--- config.mk ---
export PLATFORM = sky130hd
export DESIGN_NAME = ldc_regs
export DESIGN_NICKNAME = d
export VERILOG_FILES = /design/src/rtl/ldc_pkg.sv /design/src/rtl/ldc_regs.sv
export SDC_FILE = /design/constraint.sdc
export NUM_CORES = 1
export LEC_CHECK = 0
export CORE_MARGIN = 1.5
export CORE_UTILIZATION = 68
export CTS_CLUSTER_SIZE = 25
export DETAILED_ROUTE_END_ITERATION = 7
export DONT_BUFFER_PORTS = 1
export HOLD_SLACK_MARGIN = 0.08
export PLACE_DENSITY = 0.83
export SETUP_SLACK_MARGIN = 0.05
export SYNTH_ARGS = -nofsm -noshare
export SYNTH_HDL_FRONTEND = slang
export SYNTH_SLANG_ARGS = --single-unit
--- constraint.sdc ---
create_clock -name clk -period 4.05 [get_ports clk]
set_clock_uncertainty 0.05 [all_clocks]
set_input_delay 0 -clock clk [delete_from_list [all_inputs] [get_ports clk]]
set_output_delay 0 -clock clk [all_outputs]
set_load 0.02 [all_outputs]
--- src/rtl/ldc_pkg.sv ---
// Constants for the logical device configuration register bank
//
// Function
// - The first serial port mode register loads 0x00 on bus and power-on resets and keeps its value on soft reset.
// - The second serial port mode register loads 0x00 on bus and power-on resets and keeps its value on soft reset.
// - The infrared turnaround timeout at 0xF2 loads 0x03 on bus and power-on resets and holds through soft reset.
// - The keyboard interrupt select at 0x70 clears to 0x00 on all four reset sources.
// - The mouse interrupt select at 0x72 clears to 0x00 on all four reset sources.
// - The keyboard reset and gate select at 0xF0 clears bits 7 and 4:0 on bus and power-on resets, untouched by soft reset.
// - Bits 6 and 5 of the keyboard reset and gate select reset only on the standby supply power-on reset.
// - The MIDI base loads 0x03/0x30 and its interrupt select 0x05 on all four reset sources.
// - Reserved indexes read zero and ignore writes.
// - A write to index 0x07 selects the logical device that the data port addresses.
// - Writing one to bit 0 of the configuration control register performs a soft reset.
package ldc_pkg;

  // Global indexes
  localparam logic [7:0] IDX_CFG_CTRL   = 8'h02;
  localparam logic [7:0] IDX_LDN        = 8'h07;
  // Per-device indexes
  localparam logic [7:0] IDX_ACTIVATE   = 8'h30;
  localparam logic [7:0] IDX_BASE_HIGH  = 8'h60;
  localparam logic [7:0] IDX_BASE_LOW   = 8'h61;
  localparam logic [7:0] IDX_IRQ_SEL    = 8'h70;
  localparam logic [7:0] IDX_IRQ_SEL2   = 8'h72;
  localparam logic [7:0] IDX_MODE       = 8'hF0;
  localparam logic [7:0] IDX_IR_OPT     = 8'hF1;
  localparam logic [7:0] IDX_IR_TIMEOUT = 8'hF2;

  // Logical device numbers
  localparam logic [7:0] LDN_SERIAL1    = 8'h04;
  localparam logic [7:0] LDN_SERIAL2    = 8'h05;
  localparam logic [7:0] LDN_KEYBOARD   = 8'h07;
  localparam logic [7:0] LDN_UNLABELLED = 8'h09;
  localparam logic [7:0] LDN_RUNTIME    = 8'h0A;
  localparam logic [7:0] LDN_MIDI       = 8'h0B;

  // Reset values
  localparam logic [7:0] RST_ZERO       = 8'h00;
  localparam logic [7:0] RST_IR_OPT     = 8'h02;
  localparam logic [7:0] RST_IR_TIMEOUT = 8'h03;
  localparam logic [7:0] RST_MIDI_HIGH  = 8'h03;
  localparam logic [7:0] RST_MIDI_LOW   = 8'h30;
  localparam logic [7:0] RST_MIDI_IRQ   = 8'h05;

  // Field positions
  localparam int         SOFT_RST_BIT   = 0;
  localparam logic [7:0] KBD_STBY_MASK  = 8'h60;

endpackage : ldc_pkg

--- src/rtl/ldc_regs.sv ---
// Logical device configuration register bank behind the index and data ports
`timescale 1ns/1ps
module ldc_regs (
  // Clock and host bus reset
  input  wire logic       clk,
  input  wire logic       sys_rst,
  // Power-on reset requests from the supply monitors
  input  wire logic       main_por,
  input  wire logic       standby_supply_power_on_reset,
  // Index and data ports
  input  wire logic       index_wr,
  input  wire logic       data_wr,
  input  wire logic [7:0] wdata,
  output logic      [7:0] rdata,
  // Configuration seen by the function units
  output logic      [5:0] dev_active,
  output logic      [7:0] serial1_mode,
  output logic      [7:0] serial2_mode,
  output logic      [7:0] infrared_turnaround_timeout,
  output logic      [7:0] kbd_reset_gate_select
);

  typedef struct packed {
    logic [2:0] mp_sy;
    logic       mp_f;
    logic [2:0] sp_sy;
    logic       sp_f;
    logic [7:0] index;
    logic [7:0] ldn;
    logic [7:0] rdata;
    logic [7:0] s1_act, s1_bh, s1_bl, s1_irq, s1_mode;
    logic [7:0] s2_act, s2_bh, s2_bl, s2_irq, s2_mode, ir_opt, ir_to;
    logic [7:0] kb_act, kb_irq, ms_irq, kb_gate;
    logic [7:0] ux_act, ux_bh, ux_bl;
    logic [7:0] rt_act, rt_bh, rt_bl, clk_sel;
    logic [7:0] md_act, md_bh, md_bl, md_irq;
  } ldc_state_s;

  ldc_state_s q;
  ldc_state_s d;
  logic       hard_rst;
  logic       soft_rst;

  // Read decode; anything not listed reads zero
  function automatic logic [7:0] ldc_read(input ldc_state_s s);
    logic [7:0] r;
    r = 8'h00;
    if (s.index == ldc_pkg::IDX_LDN) begin
      r = s.ldn;
    end else begin
      case ({s.ldn, s.index})
        {ldc_pkg::LDN_SERIAL1, ldc_pkg::IDX_ACTIVATE}:    r = s.s1_act;
        {ldc_pkg::LDN_SERIAL1, ldc_pkg::IDX_BASE_HIGH}:   r = s.s1_bh;
        {ldc_pkg::LDN_SERIAL1, ldc_pkg::IDX_BASE_LOW}:    r = s.s1_bl;
        {ldc_pkg::LDN_SERIAL1, ldc_pkg::IDX_IRQ_SEL}:     r = s.s1_irq;
        {ldc_pkg::LDN_SERIAL1, ldc_pkg::IDX_MODE}:        r = s.s1_mode;
        {ldc_pkg::LDN_SERIAL2, ldc_pkg::IDX_ACTIVATE}:    r = s.s2_act;
        {ldc_pkg::LDN_SERIAL2, ldc_pkg::IDX_BASE_HIGH}:   r = s.s2_bh;
        {ldc_pkg::LDN_SERIAL2, ldc_pkg::IDX_BASE_LOW}:    r = s.s2_bl;
        {ldc_pkg::LDN_SERIAL2, ldc_pkg::IDX_IRQ_SEL}:     r = s.s2_irq;
        {ldc_pkg::LDN_SERIAL2, ldc_pkg::IDX_MODE}:        r = s.s2_mode;
        {ldc_pkg::LDN_SERIAL2, ldc_pkg::IDX_IR_OPT}:      r = s.ir_opt;
        {ldc_pkg::LDN_SERIAL2, ldc_pkg::IDX_IR_TIMEOUT}:  r = s.ir_to;
        {ldc_pkg::LDN_KEYBOARD, ldc_pkg::IDX_ACTIVATE}:   r = s.kb_act;
        {ldc_pkg::LDN_KEYBOARD, ldc_pkg::IDX_IRQ_SEL}:    r = s.kb_irq;
        {ldc_pkg::LDN_KEYBOARD, ldc_pkg::IDX_IRQ_SEL2}:   r = s.ms_irq;
        {ldc_pkg::LDN_KEYBOARD, ldc_pkg::IDX_MODE}:       r = s.kb_gate;
        {ldc_pkg::LDN_UNLABELLED, ldc_pkg::IDX_ACTIVATE}: r = s.ux_act;
        {ldc_pkg::LDN_UNLABELLED, ldc_pkg::IDX_BASE_HIGH}:r = s.ux_bh;
        {ldc_pkg::LDN_UNLABELLED, ldc_pkg::IDX_BASE_LOW}: r = s.ux_bl;
        {ldc_pkg::LDN_RUNTIME, ldc_pkg::IDX_ACTIVATE}:    r = s.rt_act;
        {ldc_pkg::LDN_RUNTIME, ldc_pkg::IDX_BASE_HIGH}:   r = s.rt_bh;
        {ldc_pkg::LDN_RUNTIME, ldc_pkg::IDX_BASE_LOW}:    r = s.rt_bl;
        {ldc_pkg::LDN_RUNTIME, ldc_pkg::IDX_MODE}:        r = s.clk_sel;
        {ldc_pkg::LDN_MIDI, ldc_pkg::IDX_ACTIVATE}:       r = s.md_act;
        {ldc_pkg::LDN_MIDI, ldc_pkg::IDX_BASE_HIGH}:      r = s.md_bh;
        {ldc_pkg::LDN_MIDI, ldc_pkg::IDX_BASE_LOW}:       r = s.md_bl;
        {ldc_pkg::LDN_MIDI, ldc_pkg::IDX_IRQ_SEL}:        r = s.md_irq;
        default:                                          r = 8'h00;
      endcase
    end
    return r;
  endfunction : ldc_read

  // Reset sources: bus reset plus filtered power-on requests
  assign hard_rst = sys_rst | q.mp_f | q.sp_f;
  assign soft_rst = data_wr && !hard_rst && (q.index == ldc_pkg::IDX_CFG_CTRL)
                    && wdata[ldc_pkg::SOFT_RST_BIT];

  // Next state: host writes first, then resets override them
  always_comb begin
    d = q;
    // Three-stage sync; level moves only when stages two and three agree
    d.mp_sy = {q.mp_sy[1:0], main_por};
    d.sp_sy = {q.sp_sy[1:0], standby_supply_power_on_reset};
    if (q.mp_sy[1] == q.mp_sy[2]) begin
      d.mp_f = q.mp_sy[2];
    end
    if (q.sp_sy[1] == q.sp_sy[2]) begin
      d.sp_f = q.sp_sy[2];
    end
    if (index_wr) begin
      d.index = wdata;
    end
    // Data port write; reserved indexes fall to default and change nothing
    if (data_wr) begin
      if (q.index == ldc_pkg::IDX_LDN) begin
        d.ldn = wdata;
      end else begin
        case ({q.ldn, q.index})
          {ldc_pkg::LDN_SERIAL1, ldc_pkg::IDX_ACTIVATE}:    d.s1_act = wdata;
          {ldc_pkg::LDN_SERIAL1, ldc_pkg::IDX_BASE_HIGH}:   d.s1_bh = wdata;
          {ldc_pkg::LDN_SERIAL1, ldc_pkg::IDX_BASE_LOW}:    d.s1_bl = wdata;
          {ldc_pkg::LDN_SERIAL1, ldc_pkg::IDX_IRQ_SEL}:     d.s1_irq = wdata;
          {ldc_pkg::LDN_SERIAL1, ldc_pkg::IDX_MODE}:        d.s1_mode = wdata;
          {ldc_pkg::LDN_SERIAL2, ldc_pkg::IDX_ACTIVATE}:    d.s2_act = wdata;
          {ldc_pkg::LDN_SERIAL2, ldc_pkg::IDX_BASE_HIGH}:   d.s2_bh = wdata;
          {ldc_pkg::LDN_SERIAL2, ldc_pkg::IDX_BASE_LOW}:    d.s2_bl = wdata;
          {ldc_pkg::LDN_SERIAL2, ldc_pkg::IDX_IRQ_SEL}:     d.s2_irq = wdata;
          {ldc_pkg::LDN_SERIAL2, ldc_pkg::IDX_MODE}:        d.s2_mode = wdata;
          {ldc_pkg::LDN_SERIAL2, ldc_pkg::IDX_IR_OPT}:      d.ir_opt = wdata;
          {ldc_pkg::LDN_SERIAL2, ldc_pkg::IDX_IR_TIMEOUT}:  d.ir_to = wdata;
          {ldc_pkg::LDN_KEYBOARD, ldc_pkg::IDX_ACTIVATE}:   d.kb_act = wdata;
          {ldc_pkg::LDN_KEYBOARD, ldc_pkg::IDX_IRQ_SEL}:    d.kb_irq = wdata;
          {ldc_pkg::LDN_KEYBOARD, ldc_pkg::IDX_IRQ_SEL2}:   d.ms_irq = wdata;
          {ldc_pkg::LDN_KEYBOARD, ldc_pkg::IDX_MODE}:       d.kb_gate = wdata;
          {ldc_pkg::LDN_UNLABELLED, ldc_pkg::IDX_ACTIVATE}: d.ux_act = wdata;
          {ldc_pkg::LDN_UNLABELLED, ldc_pkg::IDX_BASE_HIGH}:d.ux_bh = wdata;
          {ldc_pkg::LDN_UNLABELLED, ldc_pkg::IDX_BASE_LOW}: d.ux_bl = wdata;
          {ldc_pkg::LDN_RUNTIME, ldc_pkg::IDX_ACTIVATE}:    d.rt_act = wdata;
          {ldc_pkg::LDN_RUNTIME, ldc_pkg::IDX_BASE_HIGH}:   d.rt_bh = wdata;
          {ldc_pkg::LDN_RUNTIME, ldc_pkg::IDX_BASE_LOW}:    d.rt_bl = wdata;
          {ldc_pkg::LDN_RUNTIME, ldc_pkg::IDX_MODE}:        d.clk_sel = wdata;
          {ldc_pkg::LDN_MIDI, ldc_pkg::IDX_ACTIVATE}:       d.md_act = wdata;
          {ldc_pkg::LDN_MIDI, ldc_pkg::IDX_BASE_HIGH}:      d.md_bh = wdata;
          {ldc_pkg::LDN_MIDI, ldc_pkg::IDX_BASE_LOW}:       d.md_bl = wdata;
          {ldc_pkg::LDN_MIDI, ldc_pkg::IDX_IRQ_SEL}:        d.md_irq = wdata;
          default:                                          d.ldn = q.ldn;
        endcase
      end
    end
    // Values shared by all four reset sources
    if (hard_rst || soft_rst) begin
      d.ldn    = ldc_pkg::RST_ZERO;
      d.s1_act = ldc_pkg::RST_ZERO;
      d.s1_bh  = ldc_pkg::RST_ZERO;
      d.s1_bl  = ldc_pkg::RST_ZERO;
      d.s1_irq = ldc_pkg::RST_ZERO;
      d.s2_bh  = ldc_pkg::RST_ZERO;
      d.s2_bl  = ldc_pkg::RST_ZERO;
      d.s2_irq = ldc_pkg::RST_ZERO;
      d.kb_act = ldc_pkg::RST_ZERO;
      d.kb_irq = ldc_pkg::RST_ZERO;
      d.ms_irq = ldc_pkg::RST_ZERO;
      d.ux_act = ldc_pkg::RST_ZERO;
      d.ux_bh  = ldc_pkg::RST_ZERO;
      d.ux_bl  = ldc_pkg::RST_ZERO;
      d.rt_act = ldc_pkg::RST_ZERO;
      d.rt_bh  = ldc_pkg::RST_ZERO;
      d.rt_bl  = ldc_pkg::RST_ZERO;
      d.md_act = ldc_pkg::RST_ZERO;
      d.md_bh  = ldc_pkg::RST_MIDI_HIGH;
      d.md_bl  = ldc_pkg::RST_MIDI_LOW;
      d.md_irq = ldc_pkg::RST_MIDI_IRQ;
    end
    // Bus and power-on only; soft reset leaves these alone
    if (hard_rst) begin
      d.index   = ldc_pkg::RST_ZERO;
      d.s1_mode = ldc_pkg::RST_ZERO;
      d.s2_mode = ldc_pkg::RST_ZERO;
      d.ir_opt  = ldc_pkg::RST_IR_OPT;
      d.ir_to   = ldc_pkg::RST_IR_TIMEOUT;
      d.kb_gate = (ldc_pkg::RST_ZERO & ~ldc_pkg::KBD_STBY_MASK)
                  | (q.kb_gate & ldc_pkg::KBD_STBY_MASK);
    end
    // Standby supply only: serial2 activate and clock select survive main supply loss, gate select clears bits 6:5 as well
    if (q.sp_f) begin
      d.s2_act  = ldc_pkg::RST_ZERO;
      d.clk_sel = ldc_pkg::RST_ZERO;
      d.kb_gate = ldc_pkg::RST_ZERO;
    end
    // Sync stages restart clean on bus reset
    if (sys_rst) begin
      d.mp_sy = 3'h0;
      d.mp_f  = 1'b0;
      d.sp_sy = 3'h0;
      d.sp_f  = 1'b0;
    end
    d.rdata = ldc_read(q);
  end

  // State register; resets are handled above so held fields keep their value
  always_ff @(posedge clk) begin
    q <= d;
  end

  // Outputs
  assign rdata                       = q.rdata;
  assign dev_active                  = {q.md_act[0], q.rt_act[0], q.ux_act[0], q.kb_act[0], q.s2_act[0], q.s1_act[0]};
  assign serial1_mode                = q.s1_mode;
  assign serial2_mode                = q.s2_mode;
  assign infrared_turnaround_timeout = q.ir_to;
  assign kbd_reset_gate_select       = q.kb_gate;

  // Checks
  property p_s1_soft_hold;
    @(posedge clk) disable iff (sys_rst) (soft_rst && !q.sp_f) |=> (q.s1_mode == $past(q.s1_mode));
  endproperty
  a_s1_soft_hold: assert property (p_s1_soft_hold) else $error("serial1 mode changed on soft reset");

  property p_s2_soft_hold;
    @(posedge clk) disable iff (sys_rst) (soft_rst && !q.sp_f) |=> $stable(q.s2_mode) && $stable(q.ir_to);
  endproperty
  a_s2_soft_hold: assert property (p_s2_soft_hold) else $error("serial2 mode changed on soft reset");

  property p_ir_por;
    @(posedge clk) disable iff (sys_rst) q.mp_f |=> (q.ir_to == 8'h03) && (q.s2_mode == 8'h00);
  endproperty
  a_ir_por: assert property (p_ir_por) else $error("infrared timeout not loaded on power-on");

  property p_kbd_irq_soft;
    @(posedge clk) disable iff (sys_rst) soft_rst |=> (q.kb_irq == 8'h00) ##0 (q.ms_irq == 8'h00);
  endproperty
  a_kbd_irq_soft: assert property (p_kbd_irq_soft) else $error("keyboard irq select not cleared");

  property p_gate_main_por;
    @(posedge clk) disable iff (sys_rst) (q.mp_f && !q.sp_f) |=>
      ((q.kb_gate & 8'h9F) == 8'h00) && (q.kb_gate[6:5] == $past(q.kb_gate[6:5]));
  endproperty
  a_gate_main_por: assert property (p_gate_main_por) else $error("gate select bits 6:5 lost");

  property p_midi_soft;
    @(posedge clk) disable iff (sys_rst) soft_rst |=> (q.md_bh == 8'h03) && (q.md_bl == 8'h30) && (q.md_irq == 8'h05);
  endproperty
  a_midi_soft: assert property (p_midi_soft) else $error("midi defaults not loaded");

  property p_reserved_read;
    @(posedge clk) disable iff (sys_rst) (q.index == 8'h03) && !index_wr |=> (rdata == 8'h00);
  endproperty
  a_reserved_read: assert property (p_reserved_read) else $error("reserved index read nonzero");

  property p_ldn_write;
    @(posedge clk) disable iff (sys_rst)
      (data_wr && q.index == 8'h07 && !hard_rst) |=> (q.ldn == $past(wdata));
  endproperty
  a_ldn_write: assert property (p_ldn_write) else $error("device number not written");

  property p_soft_ldn;
    @(posedge clk) disable iff (sys_rst) soft_rst |=> (q.ldn == 8'h00) ##1 (rdata == 8'h00 || q.index != 8'h07);
  endproperty
  a_soft_ldn: assert property (p_soft_ldn) else $error("soft reset did not clear device number");

  property p_stby_por;
    @(posedge clk) disable iff (sys_rst) q.sp_f |=> (q.s2_act == 8'h00) && (q.clk_sel == 8'h00) && (q.kb_gate == 8'h00);
  endproperty
  a_stby_por: assert property (p_stby_por) else $error("standby reset values not loaded");

  // Values loaded by every hard reset source
  property p_s1_por;
    @(posedge clk) disable iff (sys_rst) hard_rst |=> (q.s1_mode == ldc_pkg::RST_ZERO);
  endproperty
  a_s1_por: assert property (p_s1_por) else $error("serial1 mode not cleared on hard reset");

  property p_s2_por;
    @(posedge clk) disable iff (sys_rst) hard_rst |=>
      (q.s2_mode == ldc_pkg::RST_ZERO) && (q.ir_opt == ldc_pkg::RST_IR_OPT);
  endproperty
  a_s2_por: assert property (p_s2_por) else $error("serial2 mode or options not loaded on hard reset");

  // No disable here: bus reset is exactly when these values must load
  property p_bus_rst;
    @(posedge clk) sys_rst |=> (q.index == ldc_pkg::RST_ZERO) && (q.ldn == ldc_pkg::RST_ZERO)
      && (q.md_irq == ldc_pkg::RST_MIDI_IRQ);
  endproperty
  a_bus_rst: assert property (p_bus_rst) else $error("bus reset values not loaded");

  property p_kbd_irq_hard;
    @(posedge clk) disable iff (sys_rst) hard_rst |=> (q.kb_irq == ldc_pkg::RST_ZERO);
  endproperty
  a_kbd_irq_hard: assert property (p_kbd_irq_hard) else $error("keyboard irq select not cleared");

  property p_mouse_irq_hard;
    @(posedge clk) disable iff (sys_rst) hard_rst |=> (q.ms_irq == ldc_pkg::RST_ZERO);
  endproperty
  a_mouse_irq_hard: assert property (p_mouse_irq_hard) else $error("mouse irq select not cleared");

  // Gate select: whole register survives soft reset, bits 7 and 4:0 clear on hard reset
  property p_gate_soft;
    @(posedge clk) disable iff (sys_rst) soft_rst |=> $stable(q.kb_gate);
  endproperty
  a_gate_soft: assert property (p_gate_soft) else $error("gate select changed on soft reset");

  property p_gate_hard_low;
    @(posedge clk) disable iff (sys_rst) hard_rst |=> ((q.kb_gate & 8'h9F) == 8'h00);
  endproperty
  a_gate_hard_low: assert property (p_gate_hard_low) else $error("gate select not cleared on hard reset");

  property p_midi_hard;
    @(posedge clk) disable iff (sys_rst) hard_rst |=> (q.md_bh == ldc_pkg::RST_MIDI_HIGH)
      && (q.md_bl == ldc_pkg::RST_MIDI_LOW) && (q.md_irq == ldc_pkg::RST_MIDI_IRQ);
  endproperty
  a_midi_hard: assert property (p_midi_hard) else $error("midi defaults not loaded on hard reset");

  // Unmapped index must not disturb the activate, serial mode or gate select outputs
  property p_reserved_write;
    @(posedge clk) disable iff (sys_rst) (data_wr && !hard_rst && (q.index == 8'h74)) |=>
      $stable(dev_active) && $stable(serial1_mode) && $stable(serial2_mode) && $stable(kbd_reset_gate_select);
  endproperty
  a_reserved_write: assert property (p_reserved_write) else $error("reserved index write changed state");

  property p_index_write;
    @(posedge clk) disable iff (sys_rst) (index_wr && !hard_rst) |=> (q.index == $past(wdata));
  endproperty
  a_index_write: assert property (p_index_write) else $error("index port not loaded");

  property p_ldn_read;
    @(posedge clk) disable iff (sys_rst) (q.index == ldc_pkg::IDX_LDN) |=> (rdata == $past(q.ldn));
  endproperty
  a_ldn_read: assert property (p_ldn_read) else $error("device number read back wrong");

  property p_soft_only_bit0;
    @(posedge clk) disable iff (sys_rst) (data_wr && !hard_rst && (q.index == ldc_pkg::IDX_CFG_CTRL)
      && !wdata[ldc_pkg::SOFT_RST_BIT]) |=> $stable(q.md_irq) && $stable(q.s1_act) && $stable(q.ldn);
  endproperty
  a_soft_only_bit0: assert property (p_soft_only_bit0) else $error("control write without bit 0 reset state");

  // Control register is write only
  property p_cfg_read_zero;
    @(posedge clk) disable iff (sys_rst) (q.index == ldc_pkg::IDX_CFG_CTRL) |=> (rdata == 8'h00);
  endproperty
  a_cfg_read_zero: assert property (p_cfg_read_zero) else $error("control register read nonzero");

  property p_stby_keep;
    @(posedge clk) disable iff (sys_rst) (hard_rst && !q.sp_f && !data_wr) |=>
      $stable(q.s2_act) && $stable(q.clk_sel);
  endproperty
  a_stby_keep: assert property (p_stby_keep) else $error("standby-only register lost on hard reset");

  // Filtered level may only move when the last two stages agree
  property p_por_filter;
    @(posedge clk) disable iff (sys_rst) (q.mp_sy[2] != q.mp_sy[1]) |=> $stable(q.mp_f);
  endproperty
  a_por_filter: assert property (p_por_filter) else $error("power-on filter moved on a glitch");

  property p_soft_act;
    @(posedge clk) disable iff (sys_rst) soft_rst |=> (q.s1_act == ldc_pkg::RST_ZERO)
      && (q.ux_act == ldc_pkg::RST_ZERO) && (q.rt_act == ldc_pkg::RST_ZERO);
  endproperty
  a_soft_act: assert property (p_soft_act) else $error("activate not cleared on soft reset");

endmodule : ldc_regs

==> qor.json, run 1 <==
{
  "die_height": {"value": 132, "unit": "microns"},
  "synth-edff-count": {"value": 0},
  "clock_tree_from_tritoncts": {"value": "built"},
  "grt_first_pass_wirelength": {"value": 58000, "unit": "microns"},
  "worstSetupStartpointType": {"value": "register"},
  "master_cell_of_the_clock_root_buffer": {"value": "sky130_fd_sc_hd__clkbuf_16"},
  "initial_utilization": {"value": 0.704},
  "power.net_switching": {"value": 1.16, "unit": "mW"},
  "cts_made_buffers": {"value": 25},
  "post_synth_inst_count": {"value": 1352},
  "slew_violations": {"value": 0},
  "maximum_number_of_pins_on_one_net_before_global_route_repair": {"value": 94},
  "setup_viol_count_final": {"value": 0},
  "dpl_hpwl": {"value": 24200, "unit": "microns"},
  "postSynth.topFlopCell": {"value": "sky130_fd_sc_hd__dfxtp_1"},
  "layout.cells.most_common": {"value": "sky130_fd_sc_hd__nand2_1"},
  "required": {"value": 4.49, "unit": "ns"},
  "drt-pass1-iter-count": {"value": 8},
  "cts.sink_count": {"value": 248},
  "ctsHtreeMaxLevel": {"value": 1},
  "routed_wirelength": {"value": 38000, "unit": "microns"},
  "timing.rr.start": {"value": "q[232]"},
  "globalRouteTotalUtil": {"value": 0.426},
  "synth_sequential_area_ratio": {"value": 0.439},
  "irDropWorstVdd": {"value": 0.000426, "unit": "V"},
  "finalSetupTns": {"value": 0, "unit": "ns"},
  "rsz0062_at_grt": {"value": "no"},
  "ys_types": {"value": 56},
  "synthArstFlopShare": {"value": 0},
  "place_congestion": {"value": 1.01},
  "internal_power": {"value": 3.77, "unit": "mW"},
  "crit_path_buffers_inverters": {"value": 3},
  "total_count_of_hold_check_failures_in_the_final_report": {"value": 0},
  "timing.critical_path.max_delay_family": {"value": "simple AND/OR/NAND/NOR gates"},
  "max_slew.worst_pin.slew": {"value": 1.30, "unit": "ns"},
  "count_of_port_buffers_added_during_placement": {"value": 0},
  "max_freq": {"value": 264, "unit": "MHz"},
  "cap_violations": {"value": 0},
  "mostFrequentLayoutCells": {"value": "387 x sky130_fd_sc_hd__nand2_1, 248 x sky130_fd_sc_hd__dfxtp_1, 188 x sky130_fd_sc_hd__a21oi_1"},
  "power_density": {"value": 406, "unit": "mW/mm^2"},
  "max-clock-path-buffers": {"value": 3},
  "layout-drive-gt1-share": {"value": 0.104},
  "critical_path_slowest_stage_cell": {"value": "sky130_fd_sc_hd__or4_1"},
  "floorplan.rows": {"value": 46},
  "number_of_antenna_violations_at_the_first_check_in_global_routing": {"value": 1},
  "flow.area_growth_from_synthesis": {"value": 7.41, "unit": "%"},
  "critical-path-top-cell-by-count": {"value": "sky130_fd_sc_hd__dlygate4sd3_1"},
  "final_min_period_over_clock_period": {"value": 0.936},
  "core-area": {"value": 0.0161, "unit": "sq mm"},
  "post-synth-top-area-fraction": {"value": 0.439},
  "worst-setup-path-type": {"value": "register to register"},
  "final_core_util": {"value": 0.757},
  "cts.repair_timing.setup_buffer_count": {"value": 0},
  "synth_area": {"value": 0.0113, "unit": "sq mm"},
  "synthesis.nets": {"value": 1366},
  "synth.largest_area_cell": {"value": "sky130_fd_sc_hd__dfxtp_1"},
  "grt.overflow.total": {"value": 0},
  "cp_cell_sequence": {"value": "or4_1, buf_4, nor2_4, nand2_2, nor3_4, nand2_1, dlygate4sd3_1, nand3_1, dlygate4sd3_1"},
  "violation_count_after_the_first_detailed_routing_iteration": {"value": 1960},
  "fp.dieArea": {"value": 0.0174, "unit": "sq mm"},
  "share_seq_of_total_power": {"value": 0.498},
  "leakage": {"value": 3.75, "unit": "nW"},
  "relSlewSlack": {"value": 0.109},
  "syn-mean-instance-area": {"value": 8.37, "unit": "sq um"},
  "comb_power_share": {"value": 0.045},
  "arrival": {"value": 4.23, "unit": "ns"},
  "clock_power_share": {"value": 0.457},
  "violations": {"value": "design-rule violations"},
  "finalCriticalPeriod": {"value": 3.79, "unit": "ns"},
  "vias": {"value": 10700},
  "drt-wirelength-per-cell": {"value": 25.0, "unit": "microns"},
  "max_stage_delay": {"value": 0.90, "unit": "ns"},
  "min_path_type": {"value": "input pin to register"},
  "status": {"value": "finished, violations left"},
  "ioPinCount": {"value": 60},
  "route.antenna.remaining_nets": {"value": 0},
  "multi_input_area": {"value": 0.00554, "unit": "sq mm"},
  "nFillCells": {"value": 1127},
  "setup.worst_path.end_class": {"value": "register"},
  "count_of_unresolved_drc_violations_after_routing": {"value": 2},
  "layout.nets": {"value": 1302},
  "setup.worst_path.start": {"value": "q[232]"},
  "fp.dieW": {"value": 132, "unit": "microns"},
  "netlist_top_cells_area": {"value": "sky130_fd_sc_hd__dfxtp_1 44%, sky130_fd_sc_hd__nand2_1 13%, sky130_fd_sc_hd__a21oi_1 8.3%"},
  "ys_seq_elements": {"value": 248},
  "via_per_inst": {"value": 7.06},
  "synth-warning-count": {"value": 0},
  "area.sequential": {"value": 0.00496, "unit": "sq mm"},
  "hold_path.startpoint": {"value": "main_por"},
  "clock_latency_at_the_later_pin_of_the_worst_skew_pair": {"value": 0.54, "unit": "ns"},
  "largest_fanout_of_any_net_on_the_critical_path": {"value": 15},
  "clk_pin_slew": {"value": 0.06, "unit": "ns"},
  "power.share.switching": {"value": 0.235},
  "number_of_global_route_vias_before_repair": {"value": 9877}
}
-- synthesized netlist by cell type, drive strengths merged, types with 2 or more instances --
library cell / number
nand2: 390
dfxtp: 248
a21oi: 188
buf: 86
clkbuf: 61
nor2: 59
mux2i: 43
nor4: 43
a22oi: 38
nand3: 31
a22o: 24
a221oi: 21
nor3: 18
nand4: 15
or3: 10
or4: 10
a222oi: 9
nor2b: 7
a32oi: 5
nor4bb: 5
nand4b: 4
o21ai: 4
a2111oi: 3
and2: 3
nand4bb: 3
or4b: 3
a221o: 2
and3: 2
inv: 2
mux2: 2
nor4b: 2
o2bb2ai: 2
or4bb: 2
-- worst reg2reg max path: cells and delay by family, from the launching register on --
family                 cells  cell delay, ns
buffers and inverters      3            1.45
flip-flops                 1            0.35
AND/OR/NAND/NOR            6            1.88
-- worst paths after layout --
| check | end | slack (ns) | depth (start not counted) |
|---|---|---|---|
| max | q[2] | 0.26 | 9 |
| min | q[245] | 0.07 | 2 |
| max reg2reg | q[2] | 0.26 | 9 |
| min reg2reg | q[246] | 0.40 | 1 |
-- kinds of logic (layout without fill, tap and decap cells) --
logic type,count (synthesis),after routing,share of synthesized area
other,0,1,0
multiplexers,45,45,0.0400
AND/OR/NAND/NOR,611,611,0.282
buffers and inverters,149,101,0.0743
AO/OA/AOI/OAI,299,299,0.165
flip-flops,248,248,0.439
-- per-stage QoR --
| stage | std cells | power (mW) | area [sq um] | setup WS (ns) | hold WS (ns) |
|---|---|---|---|---|---|
| global route | 1520 | 5.01 | 12100 | 0.158 | 0.0826 |
| global placement | 1446 | 2.64 | 11000 | 0.626 | 0.0235 |
| CTS | 1520 | 4.89 | 12100 | 0.192 | 0.0827 |
| detailed placement | 1446 | 2.64 | 11000 | 0.624 | 0.0229 |
| floorplan | 1352 | 2.65 | 11300 | 1.69 | 0.0782 |
| finish | 1521 | 4.93 | 12100 | 0.261 | 0.0741 |
-- timing repair --
| action | 4_1_cts | 5_1_grt |
|---|---|---|
| resized for setup | 0 | 1 |
| endpoints found under the hold margin | 240 | 0 |
| hold buffers | 31 | 0 |
| setup endpoints to repair | 0 | 1 |
-- sequential cells by signal, indices dropped and copies added (netlist names) --
register	flops
q	202
serial1_mode	8
infrared_turnaround_timeout	8
kbd_reset_gate_select	8
rdata	8
serial2_mode	8
dev_active	6
-- cell type report --
| type | instances | area share |
|---|---|---|
| multi-input cells | 955 | 0.456 |
| diodes | 1 | 0.000206 |
| clock buffers | 36 | 0.0582 |
| well taps | 216 | 0.0222 |
| repair buffers | 56 | 0.0486 |
| inverters | 2 | 0.000618 |
| clock inverters | 7 | 0.00566 |
| flip-flops and latches | 248 | 0.409 |
-- power by group through the flow --
| stage | Combinational, mW | Clock (mW) | Sequential (mW) |
|---|---|---|---|
| after floorplan | 0.142 | 0 | 2.50 |
| after global placement | 0.127 | 0 | 2.51 |
| after detailed placement | 0.128 | 0 | 2.51 |
| after CTS | 0.212 | 2.22 | 2.46 |
| after global routing | 0.226 | 2.33 | 2.46 |
| final | 0.221 | 2.26 | 2.46 |
-- per-layer routing --
metal	part of all wire	global-route usage	vias up
li1	-	-	4591
met1	0.36	0.558	5048
met2	0.43	0.642	927
met3	0.16	0.138	171
met4	0.050	0.189	0
met5	0	0	-
Power figures use the tool's default switching activity.
==> run 2, diff against run 1 <==
Settings changed: CORE_ASPECT_RATIO from default to 0.75.
==> qor.json, run 2 (synthesized netlist as in run 1, its figures left out) <==
{
  "routed_wirelength": {"value": 39000, "unit": "microns"},
  "postPlaceCellArea": {"value": 0.0110, "unit": "sq mm"},
  "largest_register_ff_count": {"value": 202},
  "antenna_cells_inserted": {"value": 0},
  "cts.sink_count": {"value": 248},
  "count_of_port_buffers_added_during_placement": {"value": 0},
  "clock_latency_at_the_later_pin_of_the_worst_skew_pair": {"value": 0.52, "unit": "ns"},
  "violation_count_after_the_first_detailed_routing_iteration": {"value": 2072},
  "worstSetupStartpointType": {"value": "register"},
  "violations": {"value": "max-capacitance violations, max-slew violations"},
  "master_cell_of_the_clock_root_buffer": {"value": "sky130_fd_sc_hd__clkbuf_16"},
  "rsz0062_at_grt": {"value": "no"},
  "maximum_number_of_pins_on_one_net_before_global_route_repair": {"value": 74},
  "relSlewSlack": {"value": -0.0146},
  "route.antenna.remaining_nets": {"value": 0},
  "preCtsSetupSlack": {"value": 1.03, "unit": "ns"},
  "arrival": {"value": 3.91, "unit": "ns"},
  "leakage": {"value": 3.75, "unit": "nW"},
  "slew_violations": {"value": 15},
  "layout.nets": {"value": 1307},
  "layout.cells.most_common": {"value": "sky130_fd_sc_hd__nand2_1"},
  "number_of_antenna_violations_at_the_first_check_in_global_routing": {"value": 1},
  "via_per_inst": {"value": 7.05},
  "max-clock-path-buffers": {"value": 3},
  "core-area": {"value": 0.0162, "unit": "sq mm"},
  "min_path_type": {"value": "input pin to register"},
  "power_density": {"value": 398, "unit": "mW/mm^2"},
  "grt_first_pass_wirelength": {"value": 58700, "unit": "microns"},
  "drt-pass1-iter-count": {"value": 8},
  "flow.area_growth_from_synthesis": {"value": 7.30, "unit": "%"},
  "ioPinCount": {"value": 60},
  "cp_cell_sequence": {"value": "or4_1, nor2_1, nor2b_1, nand2_1, nand2_1, nand3_1, dlygate4sd3_1"},
  "critical-path-top-cell-by-count": {"value": "sky130_fd_sc_hd__nand2_1"},
  "r2r.worst_path.cells": {"value": 7},
  "worst-setup-path-type": {"value": "register to register"},
  "number_of_global_route_vias_before_repair": {"value": 9829},
  "clk_pin_slew": {"value": 0.07, "unit": "ns"},
  "reg2reg_to": {"value": "q[17]"},
  "vias": {"value": 10700},
  "count_of_unresolved_drc_violations_after_routing": {"value": 0},
  "drt-wirelength-per-cell": {"value": 25.7, "unit": "microns"},
  "required": {"value": 4.41, "unit": "ns"},
  "timing.critical_path.max_delay_family": {"value": "simple AND/OR/NAND/NOR gates"},
  "grt.overflow.total": {"value": 0},
  "place_congestion": {"value": 1.03},
  "timing.rr.start": {"value": "q[239]"},
  "irDropWorstVdd": {"value": 0.000353, "unit": "V"},
  "globalRouteTotalUtil": {"value": 0.440},
  "finalCriticalPeriod": {"value": 3.55, "unit": "ns"},
  "critical_path_slowest_stage_cell": {"value": "sky130_fd_sc_hd__nor2b_1"},
  "die_height": {"value": 115, "unit": "microns"},
  "largest_fanout_of_any_net_on_the_critical_path": {"value": 14},
  "status": {"value": "finished, violations left"},
  "max_slew.worst_pin.slew": {"value": 1.52, "unit": "ns"},
  "floorplan.rows": {"value": 40},
  "dpl_hpwl": {"value": 25400, "unit": "microns"},
  "setup.worst_path.end_class": {"value": "register"},
  "cts_made_buffers": {"value": 24},
  "fp.dieArea": {"value": 0.0174, "unit": "sq mm"},
  "final_min_period_over_clock_period": {"value": 0.877},
  "regToRegSetupSlack": {"value": 0.50, "unit": "ns"},
  "setup_viol_count_final": {"value": 0},
  "crit_path_buffers_inverters": {"value": 1},
  "worstHoldEndpoint": {"value": "q[241]"},
  "initial_utilization": {"value": 0.700},
  "max_flop_register": {"value": "q"},
  "fp.dieW": {"value": 152, "unit": "microns"},
  "finalSetupTns": {"value": 0, "unit": "ns"},
  "final_area": {"value": 0.0121, "unit": "sq mm"},
  "hold_path.startpoint": {"value": "standby_supply_power_on_reset"},
  "layout-drive-gt1-share": {"value": 0.106},
  "finalWorstSetupSlack": {"value": 0.496, "unit": "ns"},
  "ctsHtreeMaxLevel": {"value": 1},
  "cap_violations": {"value": 1},
  "total_count_of_hold_check_failures_in_the_final_report": {"value": 0},
  "nFillCells": {"value": 1180},
  "clock_tree_from_tritoncts": {"value": "built"},
  "mostFrequentLayoutCells": {"value": "387 x sky130_fd_sc_hd__nand2_1, 248 x sky130_fd_sc_hd__dfxtp_1, 188 x sky130_fd_sc_hd__a21oi_1"},
  "max_freq": {"value": 281, "unit": "MHz"},
  "max_stage_delay": {"value": 1.15, "unit": "ns"},
  "worstHoldPathCells": {"value": 2},
  "fin_worst_hold_slack": {"value": 0.104, "unit": "ns"}
}
[run 2: per-layer routing]
layer | part of all wire | global-route usage
met4 | 0.044 | 0.167
met5 | 0.00038 | 0
met2 | 0.39 | 0.608
met3 | 0.18 | 0.193
met1 | 0.38 | 0.603
[run 2: worst max path at each step]
| stage | start | endpoint | slack [ns] | cells past startpoint |
|---|---|---|---|---|
| after CTS | q[232] | q[17] | 0.64 | 7 |
| after global placement | q[239] | q[157] | 1.13 | 6 |
| final | q[239] | q[17] | 0.50 | 7 |
| after detailed placement | q[224] | q[99] | 1.03 | 5 |
| after global routing | q[232] | q[17] | 0.33 | 7 |
| after floorplan | q[231] | q[12] | 1.69 | 8 |
[run 2: through the flow]
| stage | power (mW) | cells | util |
|---|---|---|---|
| global placement | 2.65 | 1446 | 0.682 |
| finish | 4.83 | 1517 | 0.751 |
| global route | 4.91 | 1517 | 0.751 |
| floorplan | 2.65 | 1352 | - |
| detailed placement | 2.65 | 1446 | 0.682 |
| CTS | 4.80 | 1517 | 0.751 |
[run 2: timing repair]
item | 4_1_cts | 5_1_grt
gates resized for setup | 0 | 0
endpoints found under the setup margin | 0 | 0
hold endpoints to repair | 240 | 0
hold buffers | 31 | 0
buffers inserted | 0 | 0
[run 2: final cells by class]
cell class / instances / area, sq um / area share
flip-flops and latches: 248 / 4960 / 0.409
clock inverters: 3 / 15.0 / 0.00124
inverters: 2 / 7.51 / 0.000619
well taps: 210 / 263 / 0.0216
repair buffers: 62 / 636 / 0.0524
multi-input cells: 955 / 5540 / 0.456
clock buffers: 37 / 711 / 0.0586
[run 2: where the power goes]
group / total (mW) / internal [mW] / switching [mW]
registers: 2.46 / 2.45 / 0.0115
logic: 0.233 / 0.0579 / 0.175
clock network: 2.14 / 1.20 / 0.944
[run 2: worst register-to-register path, cell delays in order (launching register included)]
cell,delay (ns)
sky130_fd_sc_hd__dfxtp_1,0.51
sky130_fd_sc_hd__or4_1,0.29
sky130_fd_sc_hd__nor2_1,0.09
sky130_fd_sc_hd__nor2b_1,1.15
sky130_fd_sc_hd__nand2_1,0.49
sky130_fd_sc_hd__nand2_1,0.17
sky130_fd_sc_hd__nand3_1,0.08
sky130_fd_sc_hd__dlygate4sd3_1,0.61
